==> src/rtl/sls_pkg.sv <==
// Purpose: constants for the serial link status register block
// Assumes: one 20 MHz clock, AXI4-Lite register access
// Notes:   offsets are byte addresses on a 32-bit bus
package sls_pkg;
  // ---------------------------------------------------------------
  // register map
  // ---------------------------------------------------------------
  localparam int          ADDR_W       = 8;
  localparam logic [7:0]  IDX_STATUS   = 8'h11;
  localparam logic [7:0]  OFF_STATUS   = 8'h44;   // 4 * index
  localparam logic [7:0]  OFF_CTRL     = 8'h00;
  localparam logic [7:0]  OFF_IRQ_STAT = 8'h04;
  localparam logic [7:0]  OFF_IRQ_MASK = 8'h08;
  localparam logic [1:0]  RESP_OKAY    = 2'h0;
  localparam logic [1:0]  RESP_SLVERR  = 2'h2;
  // ---------------------------------------------------------------
  // status fields
  // ---------------------------------------------------------------
  localparam int          B_SPEED_HI   = 15;
  localparam int          B_SPEED_LO   = 14;
  localparam int          B_DUPLEX     = 13;
  localparam int          B_PAGE       = 12;
  localparam int          B_RESOLVED   = 11;
  localparam int          B_LINK       = 10;
  localparam int          B_BYPASS     = 9;
  localparam int          B_SYNC       = 5;
  localparam int          B_TXPAUSE    = 3;
  localparam int          B_RXPAUSE    = 2;
  localparam logic [1:0]  SPEED_10     = 2'h0;
  localparam logic [1:0]  SPEED_100    = 2'h1;
  localparam logic [1:0]  SPEED_1000   = 2'h2;
  localparam logic [15:0] STATUS_RST   = 16'h0000;
  // ---------------------------------------------------------------
  // control and interrupt fields
  // ---------------------------------------------------------------
  localparam int          B_AN_EN      = 0;
  localparam int          B_FX_MODE    = 1;
  localparam logic [1:0]  CTRL_RST     = 2'h1;
  localparam int          IRQ_N        = 3;
  localparam int          I_PAGE       = 0;
  localparam int          I_LINK       = 1;
  localparam int          I_RESOLVED   = 2;
  typedef enum logic [1:0] {SLS_UP_NONE, SLS_UP_AN, SLS_UP_BYPASS} sls_up_t;
endpackage

==> src/rtl/sls_top.sv <==
// Purpose: serial link status register with interrupt and control registers
// Assumes: link state inputs synchronous to clk; AXI4-Lite master
// Notes:   page flag clears on read of the status word
`timescale 1ns/1ps
module sls_top
  import sls_pkg::*;
(
  input  wire  logic                  clk,
  input  wire  logic                  arst_n,
  input  wire  logic [sls_pkg::ADDR_W-1:0] s_awaddr,
  input  wire  logic                  s_awvalid,
  output logic                        s_awready,
  input  wire  logic [31:0]           s_wdata,
  input  wire  logic [3:0]            s_wstrb,
  input  wire  logic                  s_wvalid,
  output logic                        s_wready,
  output logic [1:0]                  s_bresp,
  output logic                        s_bvalid,
  input  wire  logic                  s_bready,
  input  wire  logic [sls_pkg::ADDR_W-1:0] s_araddr,
  input  wire  logic                  s_arvalid,
  output logic                        s_arready,
  output logic [31:0]                 s_rdata,
  output logic [1:0]                  s_rresp,
  output logic                        s_rvalid,
  input  wire  logic                  s_rready,
  input  wire  logic [1:0]            link_speed,
  input  wire  logic                  link_full_duplex,
  input  wire  logic                  link_up,
  input  wire  logic                  rx_sync,
  input  wire  logic                  page_rx,
  input  wire  logic                  an_complete,
  input  wire  logic                  bypass_timeout,
  input  wire  logic                  pause_tx_res,
  input  wire  logic                  pause_rx_res,
  output logic                        an_enable,
  output logic                        irq
);
  // ---------------------------------------------------------------
  // bus front end
  // ---------------------------------------------------------------
  logic                wr_stb, rd_stb;
  logic [ADDR_W-1:0]   wr_addr, rd_addr;
  logic [31:0]         wr_data, rd_data;
  logic [3:0]          wr_strb;
  logic                rd_err, wr_err;

  sls_axil_slave u_bus (
    .clk       (clk),
    .arst_n    (arst_n),
    .s_awaddr  (s_awaddr),
    .s_awvalid (s_awvalid),
    .s_awready (s_awready),
    .s_wdata   (s_wdata),
    .s_wstrb   (s_wstrb),
    .s_wvalid  (s_wvalid),
    .s_wready  (s_wready),
    .s_bresp   (s_bresp),
    .s_bvalid  (s_bvalid),
    .s_bready  (s_bready),
    .s_araddr  (s_araddr),
    .s_arvalid (s_arvalid),
    .s_arready (s_arready),
    .s_rdata   (s_rdata),
    .s_rresp   (s_rresp),
    .s_rvalid  (s_rvalid),
    .s_rready  (s_rready),
    .wr_stb    (wr_stb),
    .wr_addr   (wr_addr),
    .wr_data   (wr_data),
    .wr_strb   (wr_strb),
    .rd_stb    (rd_stb),
    .rd_addr   (rd_addr),
    .rd_data   (rd_data),
    .rd_err    (rd_err),
    .wr_err    (wr_err)
  );

  // ---------------------------------------------------------------
  // resolution tracking
  // ---------------------------------------------------------------
  logic resolved, bypassed;
  logic [1:0] ctrl_q;

  assign an_enable = ctrl_q[B_AN_EN];

  sls_resolve u_res (
    .clk            (clk),
    .arst_n         (arst_n),
    .an_enable      (an_enable),
    .link_up        (link_up),
    .an_complete    (an_complete),
    .bypass_timeout (bypass_timeout),
    .resolved       (resolved),
    .bypassed       (bypassed)
  );

  // ---------------------------------------------------------------
  // decode
  // ---------------------------------------------------------------
  wire hit_wr_ctrl  = wr_stb && (wr_addr == OFF_CTRL) && wr_strb[0];
  wire hit_wr_stat  = wr_stb && (wr_addr == OFF_IRQ_STAT) && wr_strb[0];
  wire hit_wr_mask  = wr_stb && (wr_addr == OFF_IRQ_MASK) && wr_strb[0];
  wire wr_status    = wr_stb && (wr_addr == OFF_STATUS);
  wire rd_status    = rd_stb && (rd_addr == OFF_STATUS);
  wire wr_known     = (wr_addr == OFF_CTRL) || (wr_addr == OFF_IRQ_STAT) ||
                      (wr_addr == OFF_IRQ_MASK) || wr_status;
  wire rd_known     = (rd_addr == OFF_CTRL) || (rd_addr == OFF_IRQ_STAT) ||
                      (rd_addr == OFF_IRQ_MASK) || (rd_addr == OFF_STATUS);

  // status writes are accepted with OKAY but change nothing
  assign wr_err = !wr_known;
  assign rd_err = !rd_known;

  // ---------------------------------------------------------------
  // page flag, latched until the status word is read
  // ---------------------------------------------------------------
  logic page_q;
  always_ff @(posedge clk or negedge arst_n) begin
    if (!arst_n) begin
      page_q <= 1'b0;
    end else begin
      // a page landing on the read cycle survives into the next read
      page_q <= page_rx || (page_q && !rd_status);
    end
  end

  // ---------------------------------------------------------------
  // status word assembly
  // ---------------------------------------------------------------
  wire        fx_mode   = ctrl_q[B_FX_MODE];
  wire        pause_ok  = !fx_mode;
  logic [15:0] status_w;

  always_comb begin
    status_w                         = STATUS_RST;  // reserved bits zero
    status_w[B_SPEED_HI:B_SPEED_LO]  = link_speed;
    status_w[B_DUPLEX]               = link_full_duplex;
    status_w[B_PAGE]                 = page_q;
    status_w[B_RESOLVED]             = resolved;
    status_w[B_LINK]                 = link_up;
    status_w[B_BYPASS]               = bypassed;
    status_w[B_SYNC]                 = rx_sync;
    // pause results only reported, nothing here consumes them
    status_w[B_TXPAUSE]              = pause_tx_res && pause_ok;
    status_w[B_RXPAUSE]              = pause_rx_res && pause_ok;
  end

  // ---------------------------------------------------------------
  // control and interrupt registers
  // ---------------------------------------------------------------
  logic [IRQ_N-1:0] ist_q, imask_q, ev;
  logic             link_d1_q, res_d1_q;

  assign ev[I_PAGE]     = page_rx;
  assign ev[I_LINK]     = link_up != link_d1_q;
  assign ev[I_RESOLVED] = resolved && !res_d1_q;

  always_ff @(posedge clk or negedge arst_n) begin
    if (!arst_n) begin
      ctrl_q    <= CTRL_RST;
      imask_q   <= '0;
      ist_q     <= '0;
      link_d1_q <= 1'b0;
      res_d1_q  <= 1'b0;
    end else begin
      link_d1_q <= link_up;
      res_d1_q  <= resolved;
      if (hit_wr_ctrl) begin
        ctrl_q <= wr_data[1:0];
      end
      if (hit_wr_mask) begin
        imask_q <= wr_data[IRQ_N-1:0];
      end
      // set wins over a write-one clear in the same cycle
      ist_q <= ev | (ist_q & ~(hit_wr_stat ? wr_data[IRQ_N-1:0] : '0));
    end
  end

  assign irq = |(ist_q & imask_q);

  assign rd_data = (rd_addr == OFF_STATUS)   ? {16'h0000, status_w} :
                   (rd_addr == OFF_CTRL)     ? {30'h0, ctrl_q} :
                   (rd_addr == OFF_IRQ_STAT) ? {29'h0, ist_q} :
                   (rd_addr == OFF_IRQ_MASK) ? {29'h0, imask_q} : 32'h0;

  // ---------------------------------------------------------------
  // checks
  // ---------------------------------------------------------------
  property p_page_latch;
    @(posedge clk) disable iff (!arst_n) page_rx ##1 !rd_status |=> status_w[B_PAGE];
  endproperty
  a_page_latch: assert property (p_page_latch)
    else $error("page flag lost before being read");

  property p_page_clear;
    @(posedge clk) disable iff (!arst_n) rd_status && !page_rx |=> !page_q;
  endproperty
  a_page_clear: assert property (p_page_clear)
    else $error("page flag not cleared by read");

  property p_fx_pause;
    @(posedge clk) disable iff (!arst_n) fx_mode |-> status_w[B_TXPAUSE:B_RXPAUSE] == 2'h0;
  endproperty
  a_fx_pause: assert property (p_fx_pause)
    else $error("pause bits nonzero in fx mode");

  property p_pause_pass;
    @(posedge clk) disable iff (!arst_n)
      !fx_mode |-> status_w[B_TXPAUSE] == pause_tx_res && status_w[B_RXPAUSE] == pause_rx_res;
  endproperty
  a_pause_pass: assert property (p_pause_pass)
    else $error("pause bits do not follow resolution");

  property p_speed;
    @(posedge clk) disable iff (!arst_n)
      rd_status |=> s_rvalid && s_rdata[B_SPEED_HI:B_SPEED_LO] == $past(link_speed)
                   && s_rdata[B_DUPLEX] == $past(link_full_duplex);
  endproperty
  a_speed: assert property (p_speed)
    else $error("speed or duplex misreported");

  property p_live;
    @(posedge clk) disable iff (!arst_n)
      rd_status |=> s_rdata[B_LINK] == $past(link_up) && s_rdata[B_SYNC] == $past(rx_sync);
  endproperty
  a_live: assert property (p_live)
    else $error("link or sync not live");

  property p_reserved;
    @(posedge clk) disable iff (!arst_n)
      rd_status |=> s_rdata[31:16] == 16'h0 && s_rdata[8:6] == 3'h0
                   && s_rdata[4] == 1'b0 && s_rdata[1:0] == 2'h0;
  endproperty
  a_reserved: assert property (p_reserved)
    else $error("reserved status bits nonzero");

  property p_resolved_when_off;
    @(posedge clk) disable iff (!arst_n) !an_enable && !bypassed |-> status_w[B_RESOLVED];
  endproperty
  a_resolved_when_off: assert property (p_resolved_when_off)
    else $error("resolved low with autoneg off");

  // ---------------------------------------------------------------
  // register checks
  // ---------------------------------------------------------------
  property p_irq_set_wins;
    @(posedge clk) disable iff (!arst_n)
      ev != '0 |=> (ist_q & $past(ev)) == $past(ev);
  endproperty
  a_irq_set_wins: assert property (p_irq_set_wins)
    else $error("interrupt event lost");

  property p_irq_clear;
    @(posedge clk) disable iff (!arst_n)
      hit_wr_stat && wr_data[I_PAGE] && !ev[I_PAGE] |=> !ist_q[I_PAGE];
  endproperty
  a_irq_clear: assert property (p_irq_clear)
    else $error("page status not cleared by write one");

  property p_ctrl_write;
    @(posedge clk) disable iff (!arst_n)
      hit_wr_ctrl |=> ctrl_q == $past(wr_data[1:0]);
  endproperty
  a_ctrl_write: assert property (p_ctrl_write)
    else $error("control write lost");

  property p_status_wr_inert;
    @(posedge clk) disable iff (!arst_n)
      wr_status |=> $stable(ctrl_q) && $stable(imask_q);
  endproperty
  a_status_wr_inert: assert property (p_status_wr_inert)
    else $error("status write changed a register");
endmodule

==> src/rtl/sls_axil_slave.sv <==
// Purpose: AXI4-Lite slave front end, one write and one read at a time
// Assumes: master keeps valid and payload until taken
// Notes:   exposes single-cycle write and read strobes to the register file
`timescale 1ns/1ps
module sls_axil_slave
  import sls_pkg::*;
(
  input  wire  logic                  clk,
  input  wire  logic                  arst_n,
  input  wire  logic [sls_pkg::ADDR_W-1:0] s_awaddr,
  input  wire  logic                  s_awvalid,
  output logic                        s_awready,
  input  wire  logic [31:0]           s_wdata,
  input  wire  logic [3:0]            s_wstrb,
  input  wire  logic                  s_wvalid,
  output logic                        s_wready,
  output logic [1:0]                  s_bresp,
  output logic                        s_bvalid,
  input  wire  logic                  s_bready,
  input  wire  logic [sls_pkg::ADDR_W-1:0] s_araddr,
  input  wire  logic                  s_arvalid,
  output logic                        s_arready,
  output logic [31:0]                 s_rdata,
  output logic [1:0]                  s_rresp,
  output logic                        s_rvalid,
  input  wire  logic                  s_rready,
  output logic                        wr_stb,
  output logic [sls_pkg::ADDR_W-1:0]  wr_addr,
  output logic [31:0]                 wr_data,
  output logic [3:0]                  wr_strb,
  output logic                        rd_stb,
  output logic [sls_pkg::ADDR_W-1:0]  rd_addr,
  input  wire  logic [31:0]           rd_data,
  input  wire  logic                  rd_err,
  input  wire  logic                  wr_err
);
  logic              aw_hold_q, w_hold_q;
  logic [ADDR_W-1:0] addr_q;
  logic [31:0]       data_q;
  logic [3:0]        strb_q;
  wire  aw_take = s_awvalid && s_awready;
  wire  w_take  = s_wvalid && s_wready;

  assign s_awready = !aw_hold_q && !s_bvalid;
  assign s_wready  = !w_hold_q && !s_bvalid;
  assign s_arready = !s_rvalid;
  assign wr_stb    = (aw_hold_q || aw_take) && (w_hold_q || w_take);
  assign rd_stb    = s_arvalid && s_arready;
  assign rd_addr   = s_araddr;
  // a channel taken in the strobe cycle is used straight off the bus,
  // otherwise the strobe would act on the previous write's address
  assign wr_addr   = aw_hold_q ? addr_q : s_awaddr;
  assign wr_data   = w_hold_q ? data_q : s_wdata;
  assign wr_strb   = w_hold_q ? strb_q : s_wstrb;

  always_ff @(posedge clk or negedge arst_n) begin
    if (!arst_n) begin
      aw_hold_q <= 1'b0;
      w_hold_q  <= 1'b0;
      addr_q    <= '0;
      data_q    <= '0;
      strb_q    <= '0;
      s_bvalid  <= 1'b0;
      s_bresp   <= RESP_OKAY;
    end else begin
      if (aw_take) begin
        addr_q <= s_awaddr;
      end
      if (w_take) begin
        data_q <= s_wdata;
        strb_q <= s_wstrb;
      end
      aw_hold_q <= (aw_hold_q || aw_take) && !wr_stb;
      w_hold_q  <= (w_hold_q || w_take) && !wr_stb;
      if (wr_stb) begin
        s_bvalid <= 1'b1;
        s_bresp  <= wr_err ? RESP_SLVERR : RESP_OKAY;
      end else if (s_bready) begin
        s_bvalid <= 1'b0;
      end
    end
  end

  always_ff @(posedge clk or negedge arst_n) begin
    if (!arst_n) begin
      s_rvalid <= 1'b0;
      s_rdata  <= '0;
      s_rresp  <= RESP_OKAY;
    end else if (rd_stb) begin
      s_rvalid <= 1'b1;
      s_rdata  <= rd_data;
      s_rresp  <= rd_err ? RESP_SLVERR : RESP_OKAY;
    end else if (s_rready) begin
      s_rvalid <= 1'b0;
    end
  end
endmodule

==> src/rtl/sls_resolve.sv <==
// Purpose: tracks how the serial link came up and whether it is resolved
// Assumes: event inputs are single-cycle pulses from the link logic
// Notes:   bypass and resolved are mutually exclusive by construction
`timescale 1ns/1ps
module sls_resolve
  import sls_pkg::*;
(
  input  wire  logic clk,
  input  wire  logic arst_n,
  input  wire  logic an_enable,
  input  wire  logic link_up,
  input  wire  logic an_complete,
  input  wire  logic bypass_timeout,
  output logic       resolved,
  output logic       bypassed
);
  sls_up_t up_q;

  always_ff @(posedge clk or negedge arst_n) begin
    if (!arst_n) begin
      up_q <= SLS_UP_NONE;
    end else if (!link_up) begin
      up_q <= SLS_UP_NONE;
    end else if (bypass_timeout) begin
      up_q <= SLS_UP_BYPASS;
    end else if (an_complete) begin
      up_q <= SLS_UP_AN;
    end
  end

  assign bypassed = (up_q == SLS_UP_BYPASS);
  // bypass forces resolved low even with autoneg disabled
  assign resolved = !bypassed && (!an_enable || (up_q == SLS_UP_AN));

  property p_bypass_blocks_resolved;
    @(posedge clk) disable iff (!arst_n) bypassed |-> !resolved;
  endproperty
  a_bypass_blocks_resolved: assert property (p_bypass_blocks_resolved)
    else $error("resolved high while bypass set");

  property p_bypass_sets;
    @(posedge clk) disable iff (!arst_n) link_up && bypass_timeout ##1 link_up |-> bypassed;
  endproperty
  a_bypass_sets: assert property (p_bypass_sets)
    else $error("bypass not recorded after timer expiry");

  property p_an_clears_bypass;
    @(posedge clk) disable iff (!arst_n)
      link_up && an_complete && !bypass_timeout |=> !bypassed;
  endproperty
  a_an_clears_bypass: assert property (p_an_clears_bypass)
    else $error("bypass not cleared by autoneg completion");

  property p_an_off_resolved;
    @(posedge clk) disable iff (!arst_n) !an_enable && !bypassed |-> resolved;
  endproperty
  a_an_off_resolved: assert property (p_an_off_resolved)
    else $error("resolved low with autoneg disabled");
endmodule

==> config.mk <==
export PLATFORM = sky130hd
export DESIGN_NAME = sls_top
export DESIGN_NICKNAME = d
export VERILOG_FILES = /design/src/rtl/sls_pkg.sv /design/src/rtl/sls_top.sv /design/src/rtl/sls_axil_slave.sv /design/src/rtl/sls_resolve.sv
export SDC_FILE = /design/constraint.sdc
export NUM_CORES = 1
export LEC_CHECK = 0
export ABC_CLOCK_PERIOD_IN_PS = 2280
export BUFFER_PORTS_ARGS = -buffer_cell sky130_fd_sc_hd__buf_2
export CAP_MARGIN = 20
export CORE_MARGIN = 2
export CORE_UTILIZATION = 45
export CTS_CLUSTER_DIAMETER = 50
export DETAILED_ROUTE_END_ITERATION = 10
export GPL_TIMING_DRIVEN = 0
export PLACE_DENSITY = 0.84
export SYNTH_ARGS = -nofsm -noshare
export SYNTH_HDL_FRONTEND = slang
export SYNTH_SLANG_ARGS = --single-unit
==> constraint.sdc <==
create_clock -name clk -period 2.28 [get_ports clk]
set_clock_uncertainty 0.2 [all_clocks]
set_input_delay 0.456 -clock clk [delete_from_list [all_inputs] [get_ports clk]]
set_output_delay 0.456 -clock clk [all_outputs]
set_load 0.02 [all_outputs]
# Word-level counts from Yosys, hierarchy flattened
# Cells that the tools add are included.
word_totals:
  regBits: 65
  ramBits: 0
  memories: 0
  input_bits: 69
  out_inout_bits: 43
  wordCells: 94
  mem_bits_ro: 0
  latchBits: 0
classes:
  muxes: 17
  reduce_logical: 46
  shift: 0
  addsub: 0
  bitwise_logic: 4
  eq_ne: 10
  magnitude_cmp: 0
  div_mod_pow: 0
  multipliers: 0
op_table:
  columns: ["op", "n"]
  rows:
  - ["$logic_and 1x1->1", 21]
  - ["$eq 8x3->1 const B", 2]
  - ["$eq 8x4->1 const B", 2]
  - ["$eq 8x7->1 const B", 2]
  - ["$logic_not 8->1", 2]
  - ["$mux 16", 1]
  - ["$mux 3", 5]
  - ["$logic_not 1->1", 10]
  - ["$logic_or 1x1->1", 10]
  - ["$mux 2", 5]
  - ["$mux 8", 1]
  - ["$and 3x3->3", 2]
  - ["$mux 1", 5]
  - ["$reduce_bool 2->1", 2]
  - ["$ne 3x1->1 const B", 1]
  - ["$not 3->3", 1]
  - ["$or 3x3->3", 1]
  - ["$reduce_or 3->1", 1]
  - ["$eq 2x1->1 const B", 1]
  - ["$eq 2x2->1 const B", 1]
  - ["$ne 1x1->1", 1]

# Logic depth before layout (Yosys ltp)
logic_depth:
  depth_word: 11
  depth_mapped: 5
  mapped_depth_nobuf: 4

# Cells and area by module
# A second synthesis with hierarchy kept.
unflattened:
  hier_cells: 325
  area_unflattened_um2: 4480.5
by_module_without_submodules:
  columns: ["module", "area_per_inst_um2", "seq_area_each_um2", "cells_each", "instances"]
  rows:
  - ["sls_axil_slave", 3679.8, 2052.0, 244, 1]
  - ["sls_top", 703.2, 276.5, 71, 1]
  - ["sls_resolve", 97.6, 50.0, 10, 1]

# Least setup slack after synthesis
# No wires, ideal clock.
synth_path:
  path_type: "in2reg"
  from: "input s_awaddr[4] (netlist name)"
  to: "register ctrl_q[1]"
  required_time_ns: 1.952
  setup_ns: 0.128
  path_buffers: 0
  arrival_ns: 1.579
  slack_ns: 0.374
  stages: 4
  cell_sequence: "nor4_2 -> o22ai_2 -> nor4_2 -> mux2_1"
synth_via:
  elab_chain_len: 4
synth_rtl:
  columns: ["item", "line", "rtl"]
  rows:
  - ["start: declaration", "sls_top.sv:10", "input wire logic [sls_pkg::ADDR_W-1:0] s_awaddr,"]
  - ["$mux 8", "sls_axil_slave.sv:52", "assign wr_addr = aw_hold_q ? addr_q : s_awaddr;"]
  - ["$logic_not 8->1", "sls_top.sv:101", "wire hit_wr_ctrl = wr_stb && (wr_addr == OFF_CTRL) && wr_strb[0];"]
  - ["$logic_and 1x1->1 (2 in a row)", "sls_top.sv:101", null]
  - ["end signal: assignment", "sls_top.sv:170", "ctrl_q <= wr_data[1:0];"]
  - ["end: declaration", "sls_top.sv:83", "logic [1:0] ctrl_q;"]
# No other way between the ends.
# A chain may end at the register's enable or synchronous reset.

# Worst setup path in the final report
layout_path:
  from: "register u_bus.aw_hold_q"
  to: "register ctrl_q[1]"
layout_via:
  elab_chain_len: 7
  elab_cells_between_ends: 9
  classes_between: "mux (1); reduce/logical (8)"
layout_rtl:
  columns: ["item", "line", "rtl"]
  rows:
  - ["start: declaration", "sls_axil_slave.sv:37", "logic aw_hold_q, w_hold_q;"]
  - ["start signal: assignment", "sls_axil_slave.sv:73", "aw_hold_q <= (aw_hold_q || aw_take) && !wr_stb;"]
  - ["$logic_not 1->1", "sls_axil_slave.sv:44", "assign s_awready = !aw_hold_q && !s_bvalid;"]
  - ["$logic_and 1x1->1", "sls_axil_slave.sv:44", null]
  - ["$logic_and 1x1->1", "sls_axil_slave.sv:41", "wire aw_take = s_awvalid && s_awready;"]
  - ["$logic_or 1x1->1", "sls_axil_slave.sv:47", "assign wr_stb = (aw_hold_q || aw_take) && (w_hold_q || w_take);"]
  - ["$logic_and 1x1->1", "sls_axil_slave.sv:47", null]
  - ["$logic_and 1x1->1 * (2 in a row)", "sls_top.sv:101", null]
# Every way passes the cells marked *; elsewhere a longest branch is shown, timed or not.

==> results.txt <==
----------------------------------------------------
[Clock tree]
  Clock tree from TritonCTS ... done
  Hold-fix buffer count after cts ... 0
  Cell chosen for the clock root ... sky130_fd_sc_hd__clkbuf_8
  Cells resized by post-CTS repair ... 0
  CTS H-tree lvls ... 2
  Number of buffers inserted during clock tree synthesis ... 5
  Number of clock sinks ... 43
  Post-CTS setup buffer count ... 0
  Clock edge transition at the registers on the reported setup and hold paths ... 90 ps
  Number of buffers between clock root and the deepest sink ... 2
  Source-to-sink clock delay at the later pin of the worst-skew pair ... about 290 ps

[Worst setup path]
  Longest individual stage delay on the worst path ... roughly 430 ps
  Maximum fanout encountered on the critical timing path ... 10
  Endpoint of the worst register-to-register path ... ctrl_q[1]
  Launching instance or port of the critical path ... u_bus.aw_hold_q
  Reg2Reg Depth ... 5
  Crit-path cells ... buf_6 > mux2i_1 > nand2_1 > nor4_2 > mux2_1
  Startpoint of the most critical register-to-register path ... u_bus.aw_hold_q
  Worst EP arrival ... just over 2000 ps
  Worst setup slack for register-to-register paths ... between 200 and 250 ps
  Worst setup SP type ... register
  Last element of the critical path ... ctrl_q[1]
  Slowest stage cell on the critical path ... sky130_fd_sc_hd__dfrtp_1
  Required time worst endpoint ... between 2000 and 2500 ps
  Critical path endpoint category ... register
  Start-to-end type of the worst setup path ... register to register

[Floorplan]
  Initial Utilization ... 0.461
  Die Area ... ~0.0054 sq mm
  Cell row count ... 25
  Core Box Area ... 0.00469 sq mm
  Horizontal extent of the die ... about 73 microns
  Number of I/O pins ... 112
  Die H ... between 70 and 80 microns

[Pwr]
  Proportion of power drawn by flip-flops and latches ... 0.425
  Power consumption ... 2.42 mW
  Leakage dissipation ... approximately 1.4 nW
  Power density normalized to cell area ... 892 mW/mm^2
  Fraction of power spent switching nets ... 0.320
  Clock power share ... 0.256
  Maximum vdd ir drop ... between 0.4 and 0.5 mV
  Share of power burned in combinational logic ... 0.319
  Net switching power of the design ... a little under 800 uW
  Int Pwr ... between 1.5 and 2 mW

[Global routing]
  Number of global-route vias before repair ... 1530
  Pin count of the biggest net entering global routing ... 44
  Total overflow reported by the global router ... 0
  Initial antenna violation count ... 0
  Overall global routing resource usage ... 0.158
  Global-route wire length before repair ... approximately 6500 microns

[Placement]
  # placed instances ... 315
  Post-place setup slack ... 132 ps
  Buffers on Ports ... 57
  Hpwl dp ... 3210 microns
  Gpl congestion ... a little over 0.8

[Detailed routing]
  Amount of wire on met3 after detailed routing ... approximately 230 microns
  Residual DRC ... 0
  Initial detailed-routing violation count ... 65
  Routed wl met2 ... between 2000 and 2500 microns
  ANT nets after route ... 0
  Wire length per cell after detailed routing ... approximately 13 microns
  Final WL ... just over 4000 microns
  Number of detailed-routing iterations run before antenna repair ... 4
  Number of vias after detailed routing ... 1591
  Average via count per standard cell ... 4.93
  Top routing layer in use ... met4
  Routed length on met1 ... roughly 1700 microns

[STA]
  WHS ... between 80 and 90 ps
  Total count of max-transition violations in the final report ... 0
  Crit path time final ... 2080 ps
  Setup repair after global routing missed its margin ... no
  Max frequency ... 482 MHz
  Final number of setup-violating endpoints ... 0
  Crit path setup slack, layout ... 203 ps
  Remaining max-slew budget at the tightest pin ... 0.395
  Setup TNS Final ... 0 ps
  Transition time at the pin with the least slew margin ... 908 ps
  Period utilisation layout ... 0.911
  Hold Vio Cnt, Final ... 0

[Layout]
  Number of nets at the end of the flow ... between 300 and 400
  Area Growth Syn to Fin ... 25.6%
  ANT cells ... 0
  Number of cells in the finished layout apart from fillers ... about 320
  Sequential cell area ... ~0.0011 sq mm
  Fraction of final layout cells sized beyond drive strength 1 ... 0.446
  Combined area of the multi-input logic cells ... 937 sq um
  Final-layout fill cell count ... 410

[Synth]
  Area share of the leading cell type in the synthesized netlist ... 0.486
  Count of state elements after synthesis ... 43
  Post-synthesis sequential area ratio ... 0.498
  Unique masters post-synth ... 43
  Number of enable flip-flop cells after synthesis ... 0
  Top_reg_cell synth ... sky130_fd_sc_hd__dfrtp_1
  Synth warnings ... 0
  Leading post-synthesis cells by cell area ... sky130_fd_sc_hd__dfrtp_1 49%, sky130_fd_sc_hd__mux2_2 9.4%, sky130_fd_sc_hd__buf_4 7.6%
  Count of mapped cells out of synthesis ... around 180
  Post-synthesis area per instance ... approximately 12 sq um
  Cell type with the largest total area after synthesis ... sky130_fd_sc_hd__dfrtp_1
  Synth Cell Area ... between 0.002 and 0.0025 sq mm
  Async set or reset register ratio after synthesis ... 1.00

[Min path]
  HP Class ... input pin to async pin

[Run status]
  Result of the run ... finished, final reports clean

[Run]
  Max-capacitance violation count ... 0

----------------------------------------------------
[power groups by stage]
stage | combinational [mW] | clock, mW | sequential [mW]
after floorplan | 0.568 | 0 | 1.05
after global placement | 0.756 | 0 | 1.03
after detailed placement | 0.779 | 0 | 1.04
after CTS | 0.780 | 0.638 | 1.03
after global routing | 0.848 | 0.669 | 1.05
final | 0.774 | 0.619 | 1.03
[worst max-delay path: cells and delay by family, from the launching register on]
family                 cells  cell delay, ps
AND/OR/NAND/NOR            2             490
buffers and inverters      1             180
flip-flops                 1             430
multiplexers               2             660
[registers in the layout, summed over array words and instances, names as in the netlist]
signal	count
page_q	1
u_bus.addr_q	8
link_d1_q	1
u_bus.strb_q	1
u_bus.s_rresp	1
u_res.up_q	2
res_d1_q	1
u_bus.s_bresp	1
u_bus.aw_hold_q	1
u_bus.s_bvalid	1
u_bus.s_rdata	12
u_bus.data_q	3
ctrl_q	2
u_bus.s_rvalid	1
imask_q	3
u_bus.w_hold_q	1
ist_q	3
[layer usage]
layer / vias to the layer above / GRT usage
li1: 785 / -
met1: 760 / 0.195
met2: 42 / 0.260
met3: 4 / 0.0494
met4: 0 / 0.0606
met5: - / 0
[cell families after synthesis]
logic type | after synthesis | share of synthesized area
and+or+nand+nor | 42 | 0.124
DFF | 43 | 0.498
xor gates and xnor gates | 1 | 0.00405
AOI/OAI and AO/OA | 35 | 0.128
muxes | 26 | 0.134
adders and majority gates | 1 | 0.00463
buffers and inverters | 34 | 0.105
other | 1 | 0.00173
[synthesized netlist by cell type, types with 2 or more instances]
cell,number
sky130_fd_sc_hd__dfrtp_1,42
sky130_fd_sc_hd__o21a_1,2
sky130_fd_sc_hd__nand2_1,10
sky130_fd_sc_hd__a32o_1,2
sky130_fd_sc_hd__o21ai_0,6
sky130_fd_sc_hd__mux2_1,5
sky130_fd_sc_hd__buf_6,2
sky130_fd_sc_hd__a22o_1,7
sky130_fd_sc_hd__buf_4,22
sky130_fd_sc_hd__o41ai_1,5
sky130_fd_sc_hd__nor4_2,2
sky130_fd_sc_hd__nor3_2,2
sky130_fd_sc_hd__mux2i_1,3
sky130_fd_sc_hd__inv_1,8
sky130_fd_sc_hd__nor2_1,9
sky130_fd_sc_hd__a21oi_1,4
sky130_fd_sc_hd__nor3_1,3
sky130_fd_sc_hd__nand2b_1,2
sky130_fd_sc_hd__nor2b_1,5
sky130_fd_sc_hd__nor3b_1,2
sky130_fd_sc_hd__mux2_2,18
[layout by cell type, fill, tap and decap left out, drive strengths merged, types with 3 or more instances in the layout]
cell type  Yosys  routed
dfrtp         42      42
buf           25      82
nor4           3       3
nor3           5       5
a22o           7       7
nor2b          5       5
o21ai          7       7
mux2i          3       3
nor3b          3       3
nand2         10      10
inv            8       9
mux2          23      23
nor2           9       9
conb           1      22
o41ai          5       5
a21oi          4       4
clkbuf         1       7
[area by class of cell]
class                      count  share of cell area
tap                           54              0.0249
multi-input combinational    127               0.345
inverter                       8              0.0111
clock inverter                 2              0.0143
buffer                        26              0.0724
sequential                    43               0.397
timing repair buffer          57               0.105
clock buffer                   6              0.0304
[worst min path at each step]
stage / slack, ps / startpoint / end
3_3_place_gp: 200 / res_d1_q / ist_q[2]
4_1_cts: 120 / arst_n / imask_q[1]
3_5_place_dp: 210 / res_d1_q / ist_q[2]
2_1_floorplan: -40 / arst_n / ctrl_q[1]
6_report: 80 / arst_n / u_bus.strb_q[0]
5_1_grt: 120 / bypass_timeout / u_res.up_q[0]
[through the flow]
step           area (sq um)  utilization
2_1_floorplan          2240            -
3_3_place_gp           2590        0.553
3_5_place_dp           2590        0.553
4_1_cts                2720        0.579
5_1_grt                2720        0.579
6_report               2720        0.579
Power figures use the tool's default switching activity.
